**src/logic/mcodec_pkg.sv**
```systemverilog
// Package: constants and carriers for the Manchester line codec
package mcodec_pkg;
  localparam int REF_MHZ         = 20;
  localparam int SYS_MHZ         = 100;
  localparam int REF_CYC         = SYS_MHZ / REF_MHZ;
  localparam int BIT_SUBS        = 4;
  localparam int IDLE_SEL_BIT    = 9;
  localparam int PRE_BITS        = 4;
  localparam int CRS_OFF_QTRS    = 6;
  localparam int CRS_HOLD_QTRS   = 8;
  localparam int CLSN_HOLD_QTRS  = 6;
  localparam logic [15:0] MODE_RST = 16'h0000;

  typedef enum logic [2:0] {
    MCODEC_RX_IDLE  = 3'b000,
    MCODEC_RX_HUNT  = 3'b001,
    MCODEC_RX_HALT  = 3'b010,
    MCODEC_RX_LOCK  = 3'b011,
    MCODEC_RX_RUN   = 3'b100,
    MCODEC_RX_HOLD  = 3'b101
  } mcodec_rx_state_t;

  typedef struct packed {
    logic pos;
    logic neg;
  } mcodec_pair_t;

  typedef struct packed {
    logic clk;
    logic data;
    logic crs;
  } mcodec_rx_out_t;
endpackage

```
**src/logic/mcodec_fifo.sv**
```systemverilog
// Module: small valid/ready FIFO
`timescale 1ns/1ps
module mcodec_fifo #(
  parameter int WIDTH = 1,
  parameter int DEPTH = 8
) (
  input  wire logic             sys_clk,
  input  wire logic             rst_n,
  input  wire logic [WIDTH-1:0] in_data,
  input  wire logic             in_valid,
  output logic                  in_ready,
  output logic [WIDTH-1:0]      out_data,
  output logic                  out_valid,
  input  wire logic             out_ready
);
  localparam int AW = $clog2(DEPTH);
  initial begin
    if (DEPTH < 2 || (1 << AW) != DEPTH) $error("DEPTH power of two");
  end
  logic [WIDTH-1:0] mem [DEPTH];
  logic [AW:0]      wp_r;
  logic [AW:0]      rp_r;
  logic             wr;
  logic             rd;
  assign in_ready  = (wp_r - rp_r) != (AW+1)'(DEPTH);
  assign out_valid = wp_r != rp_r;
  assign out_data  = mem[rp_r[AW-1:0]];
  assign wr = in_valid && in_ready;
  assign rd = out_valid && out_ready;
  always_ff @(posedge sys_clk) begin
    if (wr) begin
      mem[wp_r[AW-1:0]] <= in_data;
    end
    if (!rst_n) begin
      wp_r <= '0;
      rp_r <= '0;
    end else begin
      if (wr) begin
        wp_r <= wp_r + 1'b1;
      end
      if (rd) begin
        rp_r <= rp_r + 1'b1;
      end
    end
  end
endmodule

```
**src/logic/mcodec_top.sv**
```systemverilog
// Module: Manchester encoder and decoder core
`timescale 1ns/1ps
module mcodec_top #(
  parameter int FIFO_DEPTH = 8
) (
  input  wire logic                sys_clk,
  input  wire logic                rst_n,
  input  wire logic [15:0]         mode_register,
  input  wire logic                tx_nrz_data_in,
  input  wire logic                tx_request,
  output logic                     tx_data_ready,
  output mcodec_pkg::mcodec_pair_t tx_out_pair,
  output logic                     tx_out_pair_oe,
  output logic                     standard_bit_clock,
  input  wire logic                encoded_input_pair,
  input  wire logic                rx_signal_valid,
  input  wire logic                collision_input_pair,
  output logic                     recovered_rx_clock,
  output logic                     recovered_rx_data,
  output logic                     rx_carrier_sense,
  output logic                     collision_indication
);
  initial begin
    if (FIFO_DEPTH < 2) $error("FIFO_DEPTH too small");
    if (mcodec_pkg::REF_CYC < 4 || mcodec_pkg::REF_CYC > 8) begin
      $error("REF_CYC out of range");
    end
  end

  typedef struct packed {
    logic [2:0]                    div;
    logic                          ref_clk;
    logic [1:0]                    ph;
    logic                          bclk;
    logic                          txd;
    logic                          txen;
    logic                          cell_bit;
    logic                          cell_act;
    mcodec_pkg::mcodec_pair_t      pair;
    logic                          oe;
    mcodec_pkg::mcodec_rx_state_t  rst;
    logic [1:0]                    rph;
    logic [2:0]                    nbits;
    logic                          din_d;
    logic                          samp;
    mcodec_pkg::mcodec_rx_out_t    rxo;
    logic [3:0]                    crs_cnt;
    logic [3:0]                    cl_cnt;
    logic                          cl_d;
    logic                          clsn;
  } mcodec_state_t;

  mcodec_state_t s_r;
  mcodec_state_t s_nxt;
  logic          q_tick;
  logic          f_out_valid;
  logic          f_out_data;
  logic          f_in_ready;
  logic          take_bit;

  function automatic logic [3:0] dec4(input logic [3:0] v);
    return (v == 4'h0) ? 4'h0 : v - 4'h1;
  endfunction

  // Two quarter ticks per reference period, spaced 2 and 3 clocks
  assign q_tick = (s_r.div == 3'(mcodec_pkg::REF_CYC - 1))
               || (s_r.div == 3'(mcodec_pkg::REF_CYC / 2 - 1));
  // Source of a new cell at each bit boundary
  assign take_bit = q_tick && (s_r.ph == 2'd3) && f_out_valid;

  mcodec_fifo #(
    .WIDTH (1),
    .DEPTH (FIFO_DEPTH)
  ) u_fifo (
    .sys_clk   (sys_clk),
    .rst_n     (rst_n),
    .in_data   (s_r.txd),
    .in_valid  (s_r.txen && q_tick && s_r.ph == 2'd3),
    .in_ready  (f_in_ready),
    .out_data  (f_out_data),
    .out_valid (f_out_valid),
    .out_ready (take_bit)
  );

  always_comb begin
    s_nxt = s_r;
    s_nxt.div = (s_r.div == 3'(mcodec_pkg::REF_CYC - 1)) ? 3'd0
                                                        : s_r.div + 3'd1;
    if (q_tick) begin
      s_nxt.ph = s_r.ph + 2'd1;
      s_nxt.ref_clk = s_r.ph[0];
      s_nxt.bclk = !s_r.ph[1];
      if (s_r.ph == 2'd3) begin
        s_nxt.txd = tx_nrz_data_in;
        s_nxt.txen = tx_request;
        s_nxt.cell_act = f_out_valid;
        s_nxt.cell_bit = f_out_data;
      end
      if (s_nxt.cell_act) begin
        // First half complement, second half true
        s_nxt.pair.pos = s_nxt.ph[1] ? s_nxt.cell_bit
                                      : !s_nxt.cell_bit;
        s_nxt.pair.neg = !s_nxt.pair.pos;
        s_nxt.oe = 1'b1;
      end else begin
        s_nxt.pair.pos = mode_register[mcodec_pkg::IDLE_SEL_BIT];
        s_nxt.pair.neg = 1'b0;
        s_nxt.oe = mode_register[mcodec_pkg::IDLE_SEL_BIT];
      end
      s_nxt.din_d = encoded_input_pair;
      s_nxt.rph = s_r.rph + 2'd1;
      s_nxt.crs_cnt = dec4(s_r.crs_cnt);
      s_nxt.cl_cnt = dec4(s_r.cl_cnt);
      s_nxt.cl_d = collision_input_pair;
      if (collision_input_pair) begin
        s_nxt.clsn = 1'b1;
      end
      if (collision_input_pair && !s_r.cl_d) begin
        s_nxt.cl_cnt = 4'(mcodec_pkg::CLSN_HOLD_QTRS);
      end else if (s_r.cl_cnt == 4'd1) begin
        // Set wins: hold the count while the input is still high
        if (collision_input_pair) begin
          s_nxt.cl_cnt = 4'd1;
        end else begin
          s_nxt.clsn = 1'b0;
        end
      end
      case (s_r.rst)
        mcodec_pkg::MCODEC_RX_IDLE: begin
          s_nxt.rph = s_r.ph + 2'd1;
          s_nxt.rxo.data = 1'b1;
          s_nxt.rxo.clk = 1'b0;
          s_nxt.rxo.crs = 1'b0;
          if (rx_signal_valid) begin
            s_nxt.rst = mcodec_pkg::MCODEC_RX_HUNT;
            s_nxt.nbits = 3'd0;
          end
        end
        mcodec_pkg::MCODEC_RX_HUNT: begin
          // Falling centre edge marks the first zero
          if (s_r.din_d && !encoded_input_pair) begin
            s_nxt.rst = mcodec_pkg::MCODEC_RX_HALT;
          end else if (!rx_signal_valid) begin
            s_nxt.rst = mcodec_pkg::MCODEC_RX_IDLE;
          end
        end
        mcodec_pkg::MCODEC_RX_HALT: begin
          s_nxt.rph = s_r.rph;
          if (s_r.din_d && !encoded_input_pair) begin
            s_nxt.rph = 2'd2;
            s_nxt.rst = mcodec_pkg::MCODEC_RX_LOCK;
          end else if (!rx_signal_valid) begin
            s_nxt.rst = mcodec_pkg::MCODEC_RX_IDLE;
          end
        end
        mcodec_pkg::MCODEC_RX_LOCK: begin
          if (s_r.rph == 2'd0) begin
            s_nxt.rxo.crs = 1'b1;
            s_nxt.rxo.clk = 1'b1;
            s_nxt.samp = !encoded_input_pair;
            s_nxt.crs_cnt = 4'(mcodec_pkg::CRS_OFF_QTRS);
            s_nxt.rst = mcodec_pkg::MCODEC_RX_RUN;
          end
        end
        mcodec_pkg::MCODEC_RX_RUN: begin
          // Rises with the data update at the quarter point
          s_nxt.rxo.clk = (s_r.rph == 2'd0) || (s_r.rph == 2'd1);
          if (s_r.din_d && !encoded_input_pair) begin
            s_nxt.crs_cnt = 4'(mcodec_pkg::CRS_OFF_QTRS);
          end else if (!s_r.din_d && encoded_input_pair) begin
            s_nxt.crs_cnt = 4'(mcodec_pkg::CRS_OFF_QTRS);
          end
          if (s_r.rph == 2'd0) begin
            s_nxt.rxo.data = s_r.samp;
            s_nxt.samp = !encoded_input_pair;
          end
          if (s_r.crs_cnt == 4'd1) begin
            s_nxt.rxo.crs = 1'b0;
            s_nxt.rxo.clk = 1'b0;
            s_nxt.rxo.data = 1'b1;
            s_nxt.crs_cnt = 4'(mcodec_pkg::CRS_HOLD_QTRS);
            s_nxt.rst = mcodec_pkg::MCODEC_RX_HOLD;
          end
        end
        mcodec_pkg::MCODEC_RX_HOLD: begin
          if (s_r.crs_cnt == 4'd1) begin
            s_nxt.rst = mcodec_pkg::MCODEC_RX_IDLE;
          end
        end
        default: begin
          s_nxt.rst = mcodec_pkg::MCODEC_RX_IDLE;
        end
      endcase
    end
  end

  always_ff @(posedge sys_clk) begin
    if (!rst_n) begin
      s_r <= '0;
      s_r.rxo.data <= 1'b1;
    end else begin
      s_r <= s_nxt;
    end
  end

  logic tdr_r;
  always_ff @(posedge sys_clk) begin
    if (!rst_n) begin
      tdr_r <= 1'b0;
    end else begin
      tdr_r <= f_in_ready;
    end
  end

  assign tx_data_ready        = tdr_r;
  assign tx_out_pair          = s_r.pair;
  assign tx_out_pair_oe       = s_r.oe;
  assign standard_bit_clock   = s_r.bclk;
  assign recovered_rx_clock   = s_r.rxo.clk;
  assign recovered_rx_data    = s_r.rxo.data;
  assign rx_carrier_sense     = s_r.rxo.crs;
  assign collision_indication = s_r.clsn;

  a_idle_data_high: assert property (@(posedge sys_clk) disable iff (!rst_n)
    s_r.rst == mcodec_pkg::MCODEC_RX_IDLE |-> recovered_rx_data)
    else $error("data not high in idle");
  a_idle_no_clock: assert property (@(posedge sys_clk) disable iff (!rst_n)
    !rx_carrier_sense |-> !recovered_rx_clock)
    else $error("clock runs without carrier");
  a_start_on_valid: assert property (@(posedge sys_clk) disable iff (!rst_n)
    $rose(s_r.rst == mcodec_pkg::MCODEC_RX_HUNT) |-> $past(rx_signal_valid))
    else $error("hunt without valid carrier");
  a_cell_balance: assert property (@(posedge sys_clk) disable iff (!rst_n)
    s_r.cell_act |-> tx_out_pair.pos != tx_out_pair.neg)
    else $error("encoded pair not differential");
  a_idle_level: assert property (@(posedge sys_clk) disable iff (!rst_n)
    !s_r.cell_act && $past(q_tick) |->
      tx_out_pair.pos == mode_register[mcodec_pkg::IDLE_SEL_BIT]
      || $changed(mode_register))
    else $error("idle level wrong");
  a_hold_blocks: assert property (@(posedge sys_clk) disable iff (!rst_n)
    $fell(rx_carrier_sense) |-> !rx_carrier_sense [*8])
    else $error("carrier back during hold-off");
  a_bclk_period: assert property (@(posedge sys_clk) disable iff (!rst_n)
    $rose(standard_bit_clock) |-> ##10 $rose(standard_bit_clock))
    else $error("bit clock period wrong");
  a_clsn_rise: assert property (@(posedge sys_clk) disable iff (!rst_n)
    collision_input_pair && q_tick |=> collision_indication)
    else $error("collision not flagged");
  a_idle_phase_lock: assert property (@(posedge sys_clk) disable iff (!rst_n)
    $past(q_tick) && $past(s_r.rst) == mcodec_pkg::MCODEC_RX_IDLE |->
      s_r.rph == s_r.ph)
    else $error("idle receive phase not locked");
endmodule

```
**config.mk**
```make
export PLATFORM = sky130hd
export DESIGN_NAME = mcodec_top
export DESIGN_NICKNAME = d
export VERILOG_FILES = /design/src/logic/mcodec_pkg.sv /design/src/logic/mcodec_fifo.sv /design/src/logic/mcodec_top.sv
export SDC_FILE = /design/constraint.sdc
export NUM_CORES = 1
export LEC_CHECK = 0
export ABC_AREA = 1
export BUFFER_PORTS_ARGS = -buffer_cell sky130_fd_sc_hd__buf_2
export CORE_MARGIN = 8
export CORE_UTILIZATION = 52
export CTS_CLUSTER_DIAMETER = 80
export DETAILED_ROUTE_END_ITERATION = 10
export GPL_TIMING_DRIVEN = 0
export HOLD_SLACK_MARGIN = 0.06
export PLACE_DENSITY = 0.76
export SLEW_MARGIN = 20
export SYNTH_ARGS = -nofsm -noshare
export SYNTH_HDL_FRONTEND = slang
export SYNTH_SLANG_ARGS = --single-unit
```
**constraint.sdc**
```tcl
create_clock -name sys_clk -period 1.9 [get_ports sys_clk]
set_input_delay 0.38 -clock sys_clk [delete_from_list [all_inputs] [get_ports sys_clk]]
set_output_delay 0.38 -clock sys_clk [all_outputs]
set_load 0.02 [all_outputs]
```
# After elaboration in Yosys (flattened, before gate mapping)
# Memories as Yosys holds them, arrays and structs flattened. A register that Yosys moved wholly into a read port is not among the register bits.
# Index checks and enable logic that the tools add are counted.
# word_totals
reg_bits	42
ram_bits	8
inputBits	23
out_inout_bits	9
elab_cells	126
n_memories	1
# mem_list
name	depth	word_bits	read_ports	rd_clocked_by_memory_dff	write_ports	line_no	source
u_fifo.mem	8	1	1	1	1	mcodec_fifo.sv:20	logic [WIDTH-1:0] mem [DEPTH];
# op_classes
addsub	8
n_eq_ne	21
muxes	39
bitwise_logic	1
n_reduce_logical	32
# op_table
cell	n
two-way mux 4 bit	9
two-way mux 3 bit	10
case mux 3 bit (6 select lines)	1
inequality test 2 bit (second input constant)	6
== test 3 bit (second input constant)	3
logical AND 1 bit	9
two-way mux 1 bit	9
adder 4 x 1 -> 4 bit (second input constant)	2
== test 4 x 1 -> 1 bit (second input constant)	2
logical NOT 4 bit	2
case mux 4 bit (2 select lines)	1
AND reduction 4 bit	2
subtractor 4 x 1 -> 4 bit (second input constant)	2
two-way mux 7 bit	1
== test 3 x 1 -> 1 bit (second input constant)	2
== test 3 x 2 -> 1 bit (second input constant)	2
logical NOT 1 bit	6
case mux 1 bit (3 select lines)	2
AND reduction 3 bit	2
two-way mux 5 bit	1
AND reduction 5 bit	1
adder 2 x 1 -> 2 bit (second input constant)	2
two-way mux 2 bit	2
inequality test 4 bit	1
17 further kinds	21

# Longest topological paths before layout
# Gate-level depths: netlist (run 1).
# depth
depth_word	7
mapped_depth	13
mapped_depth_nobuf	13

# Cells and area by module
# From an unflattened synthesis (run 1), not the netlist that was laid out.
# unflattened
hier_cells	375
area_unflattened_um2	2747.6
# modules_own_cells
module	instances	cells_per_inst	area_each_um2	seq_area_each_um2
mcodec_top	1	254	1781.7	680.7
mcodec_fifo	1	121	965.9	460.4

# Worst setup path before layout (run 1)
# No wires, ideal clock.
# synth_timing
kind	flip-flop to flip-flop
from	reg u_fifo.rp_r[1]
to	mem u_fifo.mem[6] (enable)
setup_time_ns	0.326
arrival_ns	1.458
required_time_ns	1.574
path_slack_ns	0.116
stages_incl_launch_ff	12
n_path_buf	0
synth_period_minus_slack_ns	1.784
path_cell_list	dfxtp_1 inv_1 ha_1 inv_2 o21bai_4 nand2_1 nand2_1 nor2_1 nor2_2 nand2_2 nand2_2 nor4_1
# synth_between
elab_chain_len	5
# synth_rtl
item	line_no	source
from (decl)	mcodec_fifo.sv:22	logic [AW:0] rp_r;
from (signal assigned)	mcodec_fifo.sv:42	rp_r <= rp_r + 1'b1;
subtractor 4 bit	mcodec_fifo.sv:25	assign in_ready = (wp_r - rp_r) != (AW+1)'(DEPTH);
inequality test 4 bit	mcodec_fifo.sv:25	
logical AND 1 bit	mcodec_fifo.sv:28	assign wr = in_valid && in_ready;
two-way mux 1 bit	mcodec_fifo.sv:31	if (wr) begin
two-way mux 1 bit (implied by the code)	mcodec_fifo.sv:32	mem[wp_r[AW-1:0]] <= in_data;
to (decl)	mcodec_fifo.sv:20	
# Every way passes these cells.

# Final worst setup path (run 1)
# Same ends and word-level chain as after synthesis.

==> flow_summary.json, run 1 <==
{
  "status": "complete, no violations",
  "syn_to_final_growth_pct": 14.39,
  "switching_share_pct": 28.62,
  "synthDominantCellAreaShare_pct": 34.88,
  "drc": 0,
  "hold_class": "input port to register",
  "viasPerCell": 5.168,
  "layout_setup_ws_ns": 0.05922,
  "slew_violations": 0,
  "path_class": "register to register",
  "setup_violations": 0,
  "die_h_um": 86.47,
  "synthFlopType": "dfxtp_1",
  "die-area_um2": 7477,
  "start_util_pct": 54.32,
  "cts_tree": "built",
  "holdBufCountCts": 0,
  "worst_ep_arrival_time_ns": 1.85,
  "dr.first_iter.drc_count": 127,
  "cts.sinks": 53,
  "clock_path_buffers": 2,
  "yosys.area_share.simple_pct": 22.38,
  "yosysMostFrequentCell": "nand2_1",
  "avgSynthCellArea_um2": 7.596,
  "grt_use_total_pct": 14.85,
  "wl_per_cell_um": 12.51,
  "power.switching_mw": 0.6964,
  "async_flop_share_pct": 0,
  "synth_common_cells": "nand2_1 (55), inv_1 (54), dfxtp_1 (45)",
  "antenna_left": 0,
  "min_period_over_period_pct": 96.88,
  "synth-seq-area-share_pct": 44.19,
  "port_buffers": 16,
  "num_antenna_cells": 0,
  "synth.distinct_cells": 33,
  "synth_compound_area_share_pct": 17.01,
  "cp-end-kind": "register",
  "cts_buffers": 5,
  "synth_top_family_by_area": "simple AND/OR/NAND/NOR gates",
  "hold_ws_ns": 0.3000,
  "grt_pass1_vias": 2000,
  "die_x_um": 86.47,
  "critical_path_required_ns": 1.91,
  "yosys.area.top_type": "dfxtp_1",
  "synth_edf_count": 8,
  "grt_pass1_wl_mm": 8.970,
  "clk_latency_ns": 0.31,
  "cp_max_fo": 5,
  "synthAdderAreaFrac_pct": 5.329,
  "num_vias": 2243,
  "p_per_area_nw_per_um2": 823.6,
  "grt-ovfl-total": 0,
  "fmax_ghz": 0.5432,
  "syn_area_um2": 2582,
  "final.setup_skew_ns": 0.003646,
  "totalWireLength_mm": 5.429,
  "hold_viol": 0,
  "cp-start-kind": "register",
  "vdd_drop_max_mv": 0.4320,
  "num_rows": 25,
  "clkTransAtPathRegs_ns": 0.09,
  "num_io_pins": 32,
  "nets": 400,
  "synthXorXnorAreaFrac_pct": 1.357,
  "drv_cap": 0,
  "place_ws_ns": -0.07507,
  "leakage_nw": 1.224,
  "synth_fp_nets": 374,
  "min_period_ns": 1.841,
  "ys_warn_count": 0,
  "cts_htree_levels": 2,
  "grt_max_degree": 17,
  "p_int_mw": 1.737,
  "power_mw": 2.433,
  "comb_power_share_pct": 17.4,
  "core_area_um2": 4755,
  "antenna_found_initial": 0,
  "drt_pass1_iterations": 4,
  "slew_headroom_pct": 59.39,
  "synthCells": 340,
  "cts_root_buf": "clkbuf_8",
  "synth-seq-cells": 53,
  "worstMarginPinSlew_ns": 0.6091,
  "yosys-top-cells-area": "dfxtp_1 (35%), edfxtp_1 (9.3%), nand2_1 (8.0%), inv_1 (7.8%), a21oi_1 (6.6%)",
  "routabilityCongestion": 0.8766,
  "pwr-share-seq_pct": 51.4,
  "pwr-share-clk_pct": 31.2,
  "synth_mux_area_share_pct": 0,
  "drive_gt1_share_pct": 16.08,
  "place_hpwl_mm": 3.864
}
final timing paths:
| check | from | endpoint | slack (ns) | depth (start not counted) |
|---|---|---|---|---|
| setup / recovery | u_fifo.rp_r[1]$_SDFFE_PN0P_ | u_fifo.mem[6]$_DFFE_PP_ | 0.06 | 10 |
| hold / removal | tx_request | s_r[28]$_SDFFE_PN0P_ | 0.30 | 3 |
| setup reg to reg | u_fifo.rp_r[1]$_SDFFE_PN0P_ | u_fifo.mem[6]$_DFFE_PP_ | 0.06 | 10 |
| hold reg to reg | recovered_rx_clock$_SDFFE_PN0P_ | recovered_rx_clock$_SDFFE_PN0P_ | 0.46 | 2 |
per-layer routing:
layer | global-route usage [%] | wire, um
met5 | 0 | 0
met4 | 4.851 | 70
met3 | 3.875 | 239
met2 | 23.75 | 2459
met1 | 18.89 | 2660
critical path, stage by stage, from the launching register on:
cell and delay, ns:
dfxtp_2 0.35, inv_1 0.08, ha_4 0.28, inv_2 0.04, o21bai_4 0.14, nand2_1 0.08, nand2_2 0.09, a21oi_2 0.07
nand2_2 0.15, nand2_4 0.11, nor4_4 0.15
registers in the layout, indices dropped and copies added (netlist names), named ones only:
name and flops:
collision_indication 1, recovered_rx_clock 1, recovered_rx_data 1, rx_carrier_sense 1
s_r 25, standard_bit_clock 1, tx_data_ready 1, tx_out_pair 2
tx_out_pair_oe 1, u_fifo.mem 8, u_fifo.rp_r 4, u_fifo.wp_r 4
cell families after synthesis:
logic type	Yosys count
simple gates	131
compound gates	77
fa+ha+maj	11
flops	53
xor+xnor	4
buf+inv	64
power by group through the flow:
| stage | Clock [mW] | Sequential, mW | Combinational, mW |
|---|---|---|---|
| 6_report | 0.759 | 1.25 | 0.424 |
| 5_1_grt | 0.812 | 1.26 | 0.485 |
| 4_1_cts | 0.770 | 1.25 | 0.425 |
| 3_5_place_dp | 0 | 1.28 | 0.423 |
| 3_3_place_gp | 0 | 1.27 | 0.415 |
| 2_1_floorplan | 0 | 1.29 | 0.296 |
cell type report:
class                      instances  area [um2]
timing repair buffer              18       95.09
buffer                             8       41.29
tap                               67       83.83
clock buffer                       6       72.57
inverter                          56       210.2
clock inverter                     2       35.03
fill                             444        1800
sequential                        53        1146
multi-input combinational        224        1270
layout by cell type, fill, tap and decap left out, types with 3 or more instances in the layout:
master	synthesis	layout
a21oi_1	34	33
buf_2	3	19
buf_4	2	4
clkbuf_1	3	4
clkbuf_8	0	5
dfxtp_1	45	43
edfxtp_1	8	8
ha_1	11	10
inv_1	54	54
nand2_1	55	54
nand2_2	6	7
nand3_1	15	14
nand4_1	5	5
nor2_1	33	30
nor2_2	3	6
nor3_1	9	6
nor3_2	0	3
o21ai_0	22	22
o21ai_1	6	6
xnor2_1	3	3
metrics by stage:
stage | instance area (um2) | TNS, ns | cells | util, %
after global routing | 2954 | -0.1781 | 434 | 62.13
after global placement | 2746 | -0.05255 | 423 | 57.76
final | 2954 | 0 | 434 | 62.13
after CTS | 2867 | -0.02198 | 431 | 60.29
after floorplan | 2582 | 0 | 340 | -
after detailed placement | 2746 | -0.1747 | 423 | 57.76
what timing repair did:
item                       in CTS  in global routing
hold endpoints to repair        0                  0
pin swaps                       0                  1
gates cloned                    0                  1
gates resized for setup         3                 14
setup buffers                   0                  2
setup endpoints to repair       5                  9
Note: power is estimated with default switching activity, not from simulation.
==> run 2, diff against run 1 <==
BUFFER_PORTS_ARGS = default   (was -buffer_cell sky130_fd_sc_hd__buf_2)
CORE_UTILIZATION = 57   (was 52)
DONT_BUFFER_PORTS = 1   (was default)
PLACE_DENSITY = 0.75   (was 0.76)
SYNTH_HIERARCHICAL = 1   (was default)
==> run 2 against run 1 <==
- routed wire length decreased by 0.31%
- flip-flop and latch count unchanged
- clock-buffer cell count unchanged
- first-iteration DRC count up 3.9%
- via count up 1.6%
- register-to-register slack improved by 0.05 ns
- critical path depth rose by 2
- setup slack gained 0.054 ns
- synthesized area grew 6.4%
- sequential share of layout area decreased by 0.42 points
- critical endpoint is now u_fifo/rp_r[2]$_SDFFE_PN0P_
- largest cell class unchanged
==> flow_summary.json, run 2 <==
{
  "routabilityCongestion": 0.9038,
  "drt_pass1_iterations": 5,
  "final.setup_skew_ns": 0.008036,
  "final_common_cell": "nand2_1",
  "num_antenna_cells": 0,
  "syn_area_um2": 2748,
  "ys_warn_count": 6,
  "yosys.area.top_type": "dfxtp_1",
  "num_io_pins": 32,
  "die_h_um": 85.43,
  "grt_use_total_pct": 15.16,
  "setup_violations": 0,
  "async_flop_share_pct": 0,
  "grt_pass1_vias": 2064,
  "hold_viol": 0,
  "core_area_um2": 4692,
  "layout_setup_ws_ns": 0.1130,
  "nFillCells": 418,
  "cp-start-kind": "register",
  "fmax_ghz": 0.5596,
  "synthFlopType": "dfxtp_1",
  "cp_max_fo": 5,
  "drc": 0,
  "clk_latency_ns": 0.30,
  "dpl_cell_area_um2": 2815,
  "place_ws_ns": -0.1304,
  "synth.distinct_cells": 36,
  "synthCells": 375,
  "numPlacedInstances": 429,
  "holdBufCountCts": 0,
  "power_mw": 2.637,
  "grt_setup_unrepaired": "true",
  "critical_path_required_ns": 2.10,
  "synth_fp_nets": 409,
  "cts_tree": "built",
  "cts.sinks": 53,
  "clock_path_buffers": 2,
  "yosys-top-cells-area": "dfxtp_1 (33%), nand2_1 (11%), edfxtp_1 (8.7%), nor2_1 (7.2%), a21oi_1 (5.8%)",
  "stdcell_area_um2": 2987,
  "largest_reg_flops": 25,
  "drive_gt1_share_pct": 14.95,
  "status": "complete, no violations",
  "num_vias": 2280,
  "final_cell_mix": "nand2_1 (78), nor2_1 (50), dfxtp_1 (43)",
  "die-area_um2": 7298,
  "leakage_nw": 1.303,
  "synth-seq-area-share_pct": 41.53,
  "synth-seq-cells": 53,
  "num_rows": 25,
  "min_period_ns": 1.787,
  "grt-ovfl-total": 0,
  "cts_htree_levels": 2,
  "post_layout_nonfiller_instances": 442,
  "worstMarginPinSlew_ns": 0.4234,
  "min_period_over_period_pct": 94.05,
  "die_x_um": 85.43,
  "hold_class": "input port to register",
  "grt_max_degree": 17,
  "antenna_left": 0,
  "grt_pass1_wl_mm": 9.121,
  "worst_ep_arrival_time_ns": 1.98,
  "dr.first_iter.drc_count": 132,
  "totalWireLength_mm": 5.412,
  "antenna_found_initial": 0,
  "yosysMostFrequentCell": "nand2_1",
  "drv_cap": 0,
  "avgSynthCellArea_um2": 7.327,
  "largest_register": "s_r",
  "port_buffers": 0,
  "cts_root_buf": "clkbuf_8",
  "path_class": "register to register",
  "slew_violations": 0,
  "vdd_drop_max_mv": 0.5573,
  "synth_edf_count": 8,
  "slew_headroom_pct": 71.77,
  "synth_common_cells": "nand2_1 (80), nor2_1 (53), dfxtp_1 (45)",
  "synthDominantCellAreaShare_pct": 32.79,
  "cts_buffers": 5,
  "place_hpwl_mm": 3.931,
  "syn_to_final_growth_pct": 8.697,
  "viasPerCell": 5.158,
  "fin_tns_setup_ns": 0,
  "p_per_area_nw_per_um2": 882.9,
  "clkTransAtPathRegs_ns": 0.09,
  "start_util_pct": 58.56,
  "nets": 421,
  "wl_per_cell_um": 12.24,
  "cp-end-kind": "register"
}
-- run 2: logic make-up after synthesis --
| logic type | share of synthesized area, % |
|---|---|
| xor+xnor | 0.6376 |
| buf+inv | 8.743 |
| simple gates | 28.96 |
| compound gates | 15.12 |
| fa+ha+maj | 5.009 |
| flops | 41.53 |
-- run 2: critical path, cell delays in order (launching register included) --
cell and delay [ns]:
dfxtp_4 0.38, inv_1 0.07, ha_1 0.28, nand2_1 0.06, inv_1 0.05, nand4_1 0.12
nand2_1 0.11, nor2_2 0.13, nand2_2 0.10, inv_2 0.10, nand2_1 0.07, o21ai_1 0.14
nor2_2 0.06
-- run 2: timing repair --
action	in CTS	in global routing
pin swaps	0	6
resized for setup	3	8
buffers inserted	0	5
setup endpoints to repair	11	9
-- run 2: stage by stage --
step,utilization (%),hold WS (ns)
6_report,63.65,0.1884
4_1_cts,62.56,0.1744
2_1_floorplan,-,0.4218
3_3_place_gp,60.00,0.4333
3_5_place_dp,60.00,0.4346
5_1_grt,63.65,0.1699
-- run 2: power by group --
part / total (mW) / switching, mW / internal, mW / leakage [nW]
Sequential: 1.31 / 0.0981 / 1.22 / 0.438
Clock: 0.768 / 0.372 / 0.396 / 0.0554
Combinational: 0.554 / 0.352 / 0.202 / 0.810
-- run 2: metal layers --
layer / track usage, % / vias to the layer above / share of wire, %
met4: 3.822 / 0 / 0.68
li1: - / 1234 / -
met2: 24.47 / 35 / 45
met1: 19.51 / 1006 / 51
met3: 3.861 / 5 / 3.8
met5: 0 / - / 0
-- run 2: worst paths after layout --
path,from,end,slack (ns),cells past startpoint
worst min register to register,s_r[5]$_SDFFE_PN0P_,s_r[5]$_SDFFE_PN0P_,0.45,2
worst max register to register,u_fifo/wp_r[0]$_SDFFE_PN0P_,u_fifo/rp_r[2]$_SDFFE_PN0P_,0.11,12
worst max-delay path,u_fifo/wp_r[0]$_SDFFE_PN0P_,u_fifo/rp_r[2]$_SDFFE_PN0P_,0.11,12
worst min-delay path,rst_n,u_fifo/wp_r[0]$_SDFFE_PN0P_,0.19,2
-- run 2: final cells by class --
class | instances | area (um2) | share of cell area, %
multi-input combinational | 264 | 1384 | 46.33
sequential | 53 | 1146 | 38.37
inverter | 50 | 187.7 | 6.284
clock buffer | 6 | 72.57 | 2.430
tap | 54 | 67.56 | 2.262
buffer | 8 | 52.55 | 1.760
clock inverter | 2 | 38.79 | 1.299
timing repair buffer | 5 | 37.54 | 1.257
==> run 3, diff against run 2 <==
CORE_UTILIZATION = 59   (was 57)
CTS_BUF_LIST = sky130_fd_sc_hd__clkbuf_4 sky130_fd_sc_hd__clkbuf_8   (was default)
PLACE_DENSITY = 0.78   (was 0.75)
==> run 3 against run 2 <==
- total power about the same
- register-to-register slack worse by 0.09 ns
- non-clock buffer count up 1
- clock power about the same
- flip-flop and latch count unchanged
- hold slack worse by 0.0030 ns
- design area up 0.25%
- highest routed layer unchanged
- critical endpoint unchanged
- critical path depth unchanged
- via count up 4.8%
- largest power group unchanged
==> flow_summary.json, run 3 (synthesized netlist as in run 2, its figures left out) <==
{
  "status": "complete, no violations",
  "fin_tns_setup_ns": 0,
  "num_antenna_cells": 0,
  "antenna_left": 0,
  "clock_path_buffers": 2,
  "nets": 422,
  "critical_path_required_ns": 2.09,
  "r2r-start": "u_fifo/rp_r[1]$_SDFFE_PN0P_",
  "cts.sinks": 53,
  "power_mw": 2.636,
  "clkTransAtPathRegs_ns": 0.09,
  "grt-ovfl-total": 0,
  "die_h_um": 84.24,
  "num_rows": 25,
  "start_util_pct": 59.76,
  "syn_to_final_growth_pct": 8.971,
  "die_x_um": 84.24,
  "min_from": "rst_n",
  "cts_tree": "built",
  "port_buffers": 0,
  "final.setup_skew_ns": 0.01078,
  "die-area_um2": 7096,
  "grt_use_total_pct": 14.64,
  "cts_root_buf": "clkbuf_8",
  "num_vias": 2389,
  "crit_path_start": "u_fifo/rp_r[1]$_SDFFE_PN0P_",
  "routabilityCongestion": 0.8413,
  "holdBufCountCts": 0,
  "final_cell_mix": "nand2_1 (78), nor2_1 (50), dfxtp_1 (44)",
  "nFillCells": 387,
  "hold_viol": 0,
  "leakage_nw": 1.309,
  "final_core_util_pct": 65.12,
  "hold_class": "input port to register",
  "core_area_um2": 4598,
  "vdd_drop_max_mv": 0.5230,
  "grt_pass1_vias": 2000,
  "clk_latency_ns": 0.30,
  "wl_per_cell_um": 12.33,
  "hold_ws_ns": 0.1853,
  "cp_max_fo": 5,
  "min_period_over_period_pct": 98.78,
  "cts_buffers": 5,
  "viasPerCell": 5.393,
  "slew_headroom_pct": 72.88,
  "dr.first_iter.drc_count": 154,
  "setup_violations": 0,
  "worst_ep_arrival_time_ns": 2.07,
  "drv_cap": 0,
  "slew_violations": 0,
  "place_hpwl_mm": 3.941,
  "drt_pass1_iterations": 4,
  "cp-end-kind": "register",
  "largest_reg_flops": 25,
  "path_class": "register to register",
  "antenna_found_initial": 0,
  "largest_register": "s_r",
  "worstMarginPinSlew_ns": 0.4068,
  "min_period_ns": 1.877,
  "p_per_area_nw_per_um2": 880.5,
  "grt_pass1_wl_mm": 8.776,
  "cp-start-kind": "register",
  "final_common_cell": "nand2_1",
  "drive_gt1_share_pct": 15.42,
  "fmax_ghz": 0.5328,
  "totalWireLength_mm": 5.461,
  "drc": 0,
  "grt_max_degree": 18,
  "num_io_pins": 32,
  "cts_htree_levels": 2
}
run 3: changes by cell type in the layout (fill, tap and decap cells not counted), sizes merged:
cell,change
inv,+1
clkbuf,-1
buf,+1
run 3: area by class of cell:
cell class                      count  area (um2)  area share (%)
Multi-Input combinational cell    264        1384           46.22
Sequential cell                    53        1145           38.24
Inverter                           50       187.7           6.268
Clock buffer                        5       68.82           2.298
Tap cell                           54       67.56           2.257
Buffer                              8       52.55           1.755
Timing Repair Buffer                6       45.04           1.504
Clock inverter                      3       43.79           1.463
run 3: path summary, 6_finish.rpt:
kind         cells past startpoint  slack [ns]                          end
min                              2        0.19  u_fifo/wp_r[0]$_SDFFE_PN0P_
min reg2reg                      2        0.46          s_r[5]$_SDFFE_PN0P_
max reg2reg                     12        0.02  u_fifo/rp_r[2]$_SDFFE_PN0P_
max                             12        0.02  u_fifo/rp_r[2]$_SDFFE_PN0P_
run 3: timing repair:
item / in CTS / in global routing
gates cloned: 0 / 0
setup endpoints to repair: 11 / 9
resized for setup: 3 / 7
setup buffers: 0 / 6
pin swaps: 0 / 6
run 3: through the flow:
stage,instance area (um2),instances,setup slack (ns)
2_1_floorplan,2748,375,0.1588
3_3_place_gp,2815,429,-0.09426
3_5_place_dp,2815,429,-0.1000
4_1_cts,2937,437,0.04536
5_1_grt,2994,443,-0.05770
6_report,2994,443,0.02321
run 3: where the power goes:
group          internal (mW)  switching (mW)  total (mW)
sequential              1.22          0.0990        1.32
clock                  0.395           0.371       0.766
combinational          0.202           0.352       0.554
total                   1.81           0.822        2.64
run 3: metal layers:
metal / track usage (%) / wire [um] / vias to the layer above
li1: - / - / 1233
met1: 18.99 / 2618 / 1101
met2: 22.49 / 2477 / 48
met3: 4.163 / 277 / 7
met4: 5.181 / 88 / 0
met5: 0 / 0 / -
run 3: worst max-delay path, stage by stage (launching register included):
cell     delay, ns
dfxtp_1       0.38
inv_1         0.07
ha_1          0.28
nand2_1       0.06
inv_1         0.05
nand4_1       0.13
nand2_1       0.12
nor2_2        0.13
nand2_2       0.10
inv_2         0.10
nand2_1       0.08
o21ai_1       0.20
nor2_2        0.06
